`config.mk`:
```
export PLATFORM = sky130hd
export DESIGN_NAME = usps_top
export DESIGN_NICKNAME = d
export VERILOG_FILES = /design/src/usps_pkg.sv /design/src/usps_top.sv
export SDC_FILE = /design/constraint.sdc
export NUM_CORES = 1
export LEC_CHECK = 0
export BUFFER_PORTS_ARGS = -buffer_cell sky130_fd_sc_hd__clkbuf_2
export CAP_MARGIN = 10
export CORE_MARGIN = 2
export CORE_UTILIZATION = 45
export CTS_BUF_LIST = sky130_fd_sc_hd__clkbuf_4
export CTS_CLUSTER_DIAMETER = 100
export DETAILED_ROUTE_END_ITERATION = 10
export HOLD_SLACK_MARGIN = 0.03
export PLACE_DENSITY = 0.59
export SLEW_MARGIN = 25
export SYNTH_ARGS = -nofsm -noshare
export SYNTH_HDL_FRONTEND = slang
export SYNTH_SLANG_ARGS = --single-unit
```
`constraint.sdc`:
```
create_clock -name I_SYS_CLK -period 2.6 [get_ports I_SYS_CLK]
set_input_delay 0.39 -clock I_SYS_CLK [delete_from_list [all_inputs] [get_ports I_SYS_CLK]]
set_output_delay 0.39 -clock I_SYS_CLK [all_outputs]
set_load 0.1 [all_outputs]
```
`src/usps_pkg.sv`:
```
// Constants and helper functions of the unipolar stepper phase sequencer
//
// Function
// - One-pulse: one step, direction from level
// - Two-pulse: forward input forward, reverse input reverse
// - First input forward/step, second reverse/direction
// - Format switch selects; two-pulse is default
// - Full step two phases, half step alternates
// - Default step switch: high or open gives full
// - Excitation input with polarity switch releases phases
// - Default excitation switch: high or open energizes
// - Activity lamp lights with each phase advance
// - Act on rising edge, ignore falling edge
// - Default direction: low forward, high reverse
// - Default: high selects full, low selects half
// - Default: high holds shaft, low frees it
package usps_pkg;

    // ------------------------------------------------------------
    // Timing
    // ------------------------------------------------------------
    localparam int unsigned CLK_PERIOD_NS = 5;
    localparam int unsigned PULSE_MIN_US = 10;
    // Lamp flash stretched to the minimum pulse width so each step is seen
    localparam int unsigned LAMP_TIME_US = PULSE_MIN_US;
    localparam int unsigned LAMP_CNT_W = 11;
    localparam logic [LAMP_CNT_W-1:0] LAMP_CYCLES =
        LAMP_CNT_W'((LAMP_TIME_US * 1000 + CLK_PERIOD_NS - 1) / CLK_PERIOD_NS);
    localparam logic [LAMP_CNT_W-1:0] LAMP_CNT_RST = 11'h000;

    // ------------------------------------------------------------
    // Synchronized input bit positions
    // ------------------------------------------------------------
    localparam int unsigned IN_FWD = 0;
    localparam int unsigned IN_REV = 1;
    localparam int unsigned IN_SIZE = 2;
    localparam int unsigned IN_EXC = 3;
    localparam int unsigned IN_FMT_SW = 4;
    localparam int unsigned IN_SIZE_SW = 5;
    localparam int unsigned IN_EXC_SW = 6;
    localparam int unsigned IN_W = 7;

    // ------------------------------------------------------------
    // Reset values
    // ------------------------------------------------------------
    // Synchronizers start at the open-pin and default-switch levels
    localparam logic [IN_W-1:0] SYNC_RST = 7'h2C;
    localparam logic [1:0] EDGE_RST = 2'h0;
    // Odd index is a two-phase state, so full stepping starts aligned
    localparam logic [2:0] IDX_RST = 3'h1;
    localparam logic [3:0] PHASE_RST = 4'h0;

    // ------------------------------------------------------------
    // Functions
    // ------------------------------------------------------------
    // Outputs ordered {phase4, phase3, phase2, phase1}
    function automatic logic [3:0] phase_pattern(input logic [2:0] idx);
        logic [3:0] p;
        p = 4'h0;
        unique case (idx)
            3'h0: p = 4'h1;
            3'h1: p = 4'h3;
            3'h2: p = 4'h2;
            3'h3: p = 4'h6;
            3'h4: p = 4'h4;
            3'h5: p = 4'hC;
            3'h6: p = 4'h8;
            3'h7: p = 4'h9;
        endcase
        return p;
    endfunction : phase_pattern

    // A full step from a one-phase state moves half a step to realign
    function automatic logic [2:0] next_idx(input logic [2:0] idx, input logic fwd, input logic full);
        logic [2:0] d;
        d = (full && idx[0]) ? 3'h2 : 3'h1;
        return fwd ? 3'(idx + d) : 3'(idx - d);
    endfunction : next_idx

endpackage : usps_pkg

```
`src/usps_top.sv`:
```
// Step command decoder and four-phase sequencer with activity lamp
`timescale 1ns/1ps
module usps_top (
    // Clock and reset
    input wire logic I_SYS_CLK,
    input wire logic I_RSTN,
    // Command inputs
    input wire logic I_FORWARD_OR_STEP_INPUT,
    input wire logic I_REVERSE_OR_HEADING_INPUT,
    // Control levels
    input wire logic I_STEP_SIZE_SELECT,
    input wire logic I_EXCITATION_CONTROL_PIN,
    // Board switches
    input wire logic I_COMMAND_FORMAT_SWITCH,
    input wire logic I_STEP_SIZE_POLARITY_SWITCH,
    input wire logic I_EXCITATION_POLARITY_SWITCH,
    // Motor phases
    output logic [3:0] O_PHASE,
    // Lamps
    output logic O_LOGIC_POWER_LAMP,
    output logic O_MOTION_ACTIVITY_LAMP
);

    // ------------------------------------------------------------
    // Input synchronization
    // ------------------------------------------------------------
    logic [usps_pkg::IN_W-1:0] pins;
    logic [usps_pkg::IN_W-1:0] sync1_r;
    logic [usps_pkg::IN_W-1:0] sync2_r;
    logic [1:0] prev_r;
    logic [1:0] rise;
    logic [1:0] fall;

    assign pins = {I_EXCITATION_POLARITY_SWITCH, I_STEP_SIZE_POLARITY_SWITCH, I_COMMAND_FORMAT_SWITCH,
                   I_EXCITATION_CONTROL_PIN, I_STEP_SIZE_SELECT,
                   I_REVERSE_OR_HEADING_INPUT, I_FORWARD_OR_STEP_INPUT};

    always_ff @(posedge I_SYS_CLK) begin
        if (!I_RSTN) begin
            sync1_r <= usps_pkg::SYNC_RST;
            sync2_r <= usps_pkg::SYNC_RST;
        end else begin
            sync1_r <= pins;
            sync2_r <= sync1_r;
        end
    end

    always_ff @(posedge I_SYS_CLK) begin
        if (!I_RSTN) begin
            prev_r <= usps_pkg::EDGE_RST;
        end else begin
            prev_r <= sync2_r[1:0];
        end
    end

    assign rise = sync2_r[1:0] & ~prev_r;
    assign fall = ~sync2_r[1:0] & prev_r;

    // ------------------------------------------------------------
    // Mode decode
    // ------------------------------------------------------------
    logic one_pulse;
    logic full_sel;
    logic energized;

    assign one_pulse = sync2_r[usps_pkg::IN_FMT_SW];
    assign full_sel = ~(sync2_r[usps_pkg::IN_SIZE] ^ sync2_r[usps_pkg::IN_SIZE_SW]);
    assign energized = sync2_r[usps_pkg::IN_EXC] ^ sync2_r[usps_pkg::IN_EXC_SW];

    // ------------------------------------------------------------
    // Step decode
    // ------------------------------------------------------------
    logic step_fire;
    logic step_fwd;

    always_comb begin
        if (one_pulse) begin
            step_fire = rise[0];
            step_fwd = ~sync2_r[usps_pkg::IN_REV];
        end else begin
            // Simultaneous forward and reverse edges cancel
            step_fire = rise[0] ^ rise[1];
            step_fwd = rise[0];
        end
        // Pulses while released are dropped, the phase index stays put
        step_fire = step_fire & energized;
    end

    // ------------------------------------------------------------
    // Phase sequencer
    // ------------------------------------------------------------
    logic [2:0] idx_r;
    logic [2:0] idx_nxt;
    logic [3:0] phase_r;

    assign idx_nxt = step_fire ? usps_pkg::next_idx(idx_r, step_fwd, full_sel) : idx_r;

    always_ff @(posedge I_SYS_CLK) begin
        if (!I_RSTN) begin
            idx_r <= usps_pkg::IDX_RST;
        end else begin
            idx_r <= idx_nxt;
        end
    end

    always_ff @(posedge I_SYS_CLK) begin
        if (!I_RSTN) begin
            phase_r <= usps_pkg::PHASE_RST;
        end else begin
            phase_r <= energized ? usps_pkg::phase_pattern(idx_nxt) : usps_pkg::PHASE_RST;
        end
    end

    assign O_PHASE = phase_r;

    // ------------------------------------------------------------
    // Lamps
    // ------------------------------------------------------------
    logic [usps_pkg::LAMP_CNT_W-1:0] lamp_cnt_r;
    logic lamp_r;
    logic power_r;

    // Stretch lamp on each advance
    // Retriggered by every step, so a fast pulse train keeps it lit
    always_ff @(posedge I_SYS_CLK) begin
        if (!I_RSTN) begin
            lamp_cnt_r <= usps_pkg::LAMP_CNT_RST;
        end else if (step_fire) begin
            lamp_cnt_r <= usps_pkg::LAMP_CYCLES;
        end else if (lamp_cnt_r != usps_pkg::LAMP_CNT_RST) begin
            lamp_cnt_r <= lamp_cnt_r - 11'h001;
        end
    end

    always_ff @(posedge I_SYS_CLK) begin
        if (!I_RSTN) begin
            lamp_r <= 1'h0;
        end else begin
            lamp_r <= step_fire || (lamp_cnt_r > 11'h001);
        end
    end

    // Power lamp only shows that the logic is out of reset
    always_ff @(posedge I_SYS_CLK) begin
        if (!I_RSTN) begin
            power_r <= 1'h0;
        end else begin
            power_r <= 1'h1;
        end
    end

    assign O_MOTION_ACTIVITY_LAMP = lamp_r;
    assign O_LOGIC_POWER_LAMP = power_r;
endmodule : usps_top

```
==> results.json <==
{
  "final_min_period_over_clock_period_pct": 86.3,
  "cap_viol_max_count": 0,
  "crit_start": "sync2_r[1]",
  "slew_viol_final": 0,
  "vias_in_the_first_global_route": 990,
  "tritoncts_clock_tree": "yes",
  "gr-usage-all-layers_pct": 14.8,
  "hpwlAfterDp_mm": 1.84,
  "synth-compound-area-share_pct": 10.1,
  "synth_edf_count": 0,
  "crit_path_end_kind": "register",
  "finClkSkew_ns": 0.0119,
  "flow.area_growth_from_synthesis_pct": 11.5,
  "syn-cell-area_mm2": 0.00157,
  "gp_congestion": 0.849,
  "crit_path_end": "O_PHASE[3]",
  "num_io_pins": 15,
  "detail-route-antenna-nets": 0,
  "finalSetupViolations": 0,
  "synth_top_cell_by_area": "dfxtp_1",
  "timing.reg2reg.worst_path_depth": 7,
  "clk_path_buf_depth": 2,
  "yosys_synthesis_warning_count": 0,
  "post_cts_buffers": 0,
  "ys_seq_elements": 36,
  "cts_root_buf": "clkbuf_4",
  "min_path_type": "in2reg",
  "crit_fanout": 7,
  "core.rowCount": 21,
  "dominantRegCellSynth": "dfxtp_1",
  "synth_async_sr_flop_share_pct": 0,
  "overall_die_area_mm2": 0.00398,
  "final_hold_viols": 0,
  "critPathLaunchType": "register",
  "fin_setup_tns_ns": 0,
  "worst_skew_pair_latency_ns": 0.34,
  "synth_cells": 163,
  "worstReg2RegStart": "sync2_r[1]",
  "grt.overflow.total": 0,
  "synth_area_leaders": "dfxtp_1 (46%), xor2_1 (5.0%), and2_1 (4.0%)",
  "drt-initial-drc-count": 39,
  "r2r-end": "O_PHASE[3]",
  "arrival_time_of_data_at_the_critical_path_endpoint_ns": 2.49,
  "route.final.wire_length_mm": 2.58,
  "cts_buffers": 5,
  "timing_worst_setup_path_type": "reg2reg",
  "design_power_total_w": 0.00172,
  "synthSimpleGateAreaFrac_pct": 28.6,
  "core_area_mm2": 0.00334,
  "timing.final.crit_period_ns": 2.24,
  "dr_total_vias": 1166,
  "filler_cell_count": 334,
  "chipWidth_um": 63.1,
  "floorplan.die.height_um": 63.1,
  "wl_per_cell_um": 11.3,
  "numClockSinks": 36,
  "synth.top_cell.area_share_pct": 45.8,
  "antenna_found_initial": 0,
  "gr-max-usage-layer": "met2",
  "worst_setup_hold_path_clk_slew_ns": 0.11,
  "detailed_route_drc_error_count": 0,
  "synth.area.mux_share_pct": 1.35,
  "drive_gt1_share_pct": 16.9,
  "cp_data_required_time_ns": 2.84,
  "groute.layer.met3.usage_pct": 5.36,
  "grt_start_max_net_pins": 23,
  "synthesis.nets": 177,
  "grt_use_met2_pct": 21.5,
  "fmax_ghz": 0.446,
  "rsz0062_at_grt": "false",
  "synth-xor-area-share_pct": 7.24,
  "static-leakage-power_nw": 0.714,
  "place.port_buffers": 14,
  "firstDrtPassIters": 4,
  "synth.avg_cell_area_um2": 9.65,
  "antenna_cells": 0,
  "timing.max_slew.rel_slack_pct": 64.1,
  "grt_first_pass_wirelength_mm": 4.55,
  "rrSetupSlack_ns": 0.36,
  "result_of_the_run": "finished, final reports clean",
  "viasPerCell": 5.09,
  "synth-adder-area-share_pct": 4.46,
  "cts.htree.levels": 2,
  "initial_util_pct": 47.1,
  "worst_slew_pin_slew_ns": 0.540,
  "netlist-cell-type-count": 48,
  "synth_top_family_by_area": "simple AND/OR/NAND/NOR gates",
  "grt_use_met1_pct": 19.8,
  "power.density_mw_per_mm2": 982,
  "peakVddDrop_uv": 381,
  "finalNetCount": 196,
  "synth.yosys.seq_area_share_pct": 45.8
}
[power by group]
part	internal, W	switching [W]
combinational	0.000266	0.000404
sequential	0.000650	0.000102
clock	0.000113	0.000188
total	0.00103	0.000694
[routing by layer]
layer / wire length (um) / part of all wire [%] / vias to the layer above
met5: 0 / 0 / -
met4: 49 / 1.9 / 0
met3: 144 / 5.6 / 5
met2: 1090 / 42 / 29
met1: 1300 / 50 / 534
li1: - / - / 598
[layout make-up]
cell class	count	area, um2	area share, %
Clock buffer	6	45.0	2.57
Clock inverter	2	11.3	0.642
Inverter	8	30.0	1.71
Multi-Input combinational cell	117	820	46.7
Sequential cell	36	721	41.1
Tap cell	46	57.6	3.28
Timing Repair Buffer	14	70.1	3.99
[worst max-delay path, stage by stage, from the launching register on]
cell and delay (ns):
dfxtp_1 0.44, nor2b_1 0.10, o21a_1 0.21, fa_1 0.49
and3_1 0.24, a22oi_1 0.25, nand2_1 0.11, nor4b_1 0.31
[Yosys cell counts, types with 2 or more instances]
cell type / n
a211oi_1: 3
a21oi_1: 6
and2_1: 10
clkbuf_1: 2
dfxtp_1: 36
ha_1: 4
inv_1: 8
nand2_1: 13
nand2b_1: 7
nand3_1: 4
nand3b_1: 2
nor2_1: 15
nor3_1: 6
o21a_1: 2
xnor2_1: 4
xor2_1: 9
[stage by stage]
stage                     utilization (%)  setup slack [ns]  hold WS (ns)  instance area, um2  std cells
after floorplan                         -             0.522         0.386                1570        163
after global placement               50.7             0.393         0.395                1690        221
after detailed placement             50.7             0.299         0.396                1690        221
after CTS                            52.4             0.265         0.209                1750        229
after global routing                 52.6            0.0728         0.209                1750        229
final                                52.6             0.357         0.225                1750        229
[how the worst min path moves through the flow]
stage	start	to	slack (ns)	depth (start not counted)
3_5_place_dp	sync1_r[5]	sync2_r[5]	0.40	1
5_1_grt	I_STEP_SIZE_POLARITY_SWITCH	sync1_r[5]	0.21	2
2_1_floorplan	sync1_r[2]	sync2_r[2]	0.39	1
4_1_cts	I_STEP_SIZE_POLARITY_SWITCH	sync1_r[5]	0.21	2
6_report	I_STEP_SIZE_POLARITY_SWITCH	sync1_r[5]	0.22	2
3_3_place_gp	sync1_r[3]	sync2_r[3]	0.40	1
[state kept, by name, summed over array words and instances, names as in the netlist]
register	flops
lamp_cnt_r	11
sync2_r	7
idx_r	3
prev_r	2
sync1_r	7
O_PHASE	4
O_LOGIC_POWER_LAMP	1
O_MOTION_ACTIVITY_LAMP	1
[cells in the final DEF (no fill, tap or decap), drive strengths merged, types with 2 or more instances in the layout]
cell    netlist  routed
nor2         15      15
xnor2         4       4
clkbuf        2      20
nor3b         2       2
a21oi         7       7
inv           8       8
and2         10      10
o21ai         2       2
nand2        13      13
a211oi        3       3
nand2b        8       8
dfxtp        36      36
xor2          9       9
o21a          2       2
nand3         4       4
ha            4       4
nor3          6       6
nor4          3       3
nor4b         2       2
nand3b        2       2
[timing repair]
action / 4_1_cts / 5_1_grt
endpoints found under the hold margin: 0 / 0
hold buffers: 0 / 0
endpoints found under the setup margin: 0 / 1
gates resized for setup: 0 / 1
[logic make-up after synthesis]
logic type | Yosys count
flops | 36
buf+inv | 10
simple gates | 74
fa+ha+maj | 5
compound gates | 23
xor+xnor | 13
mux | 2
(Power assumes the default switching activity.)
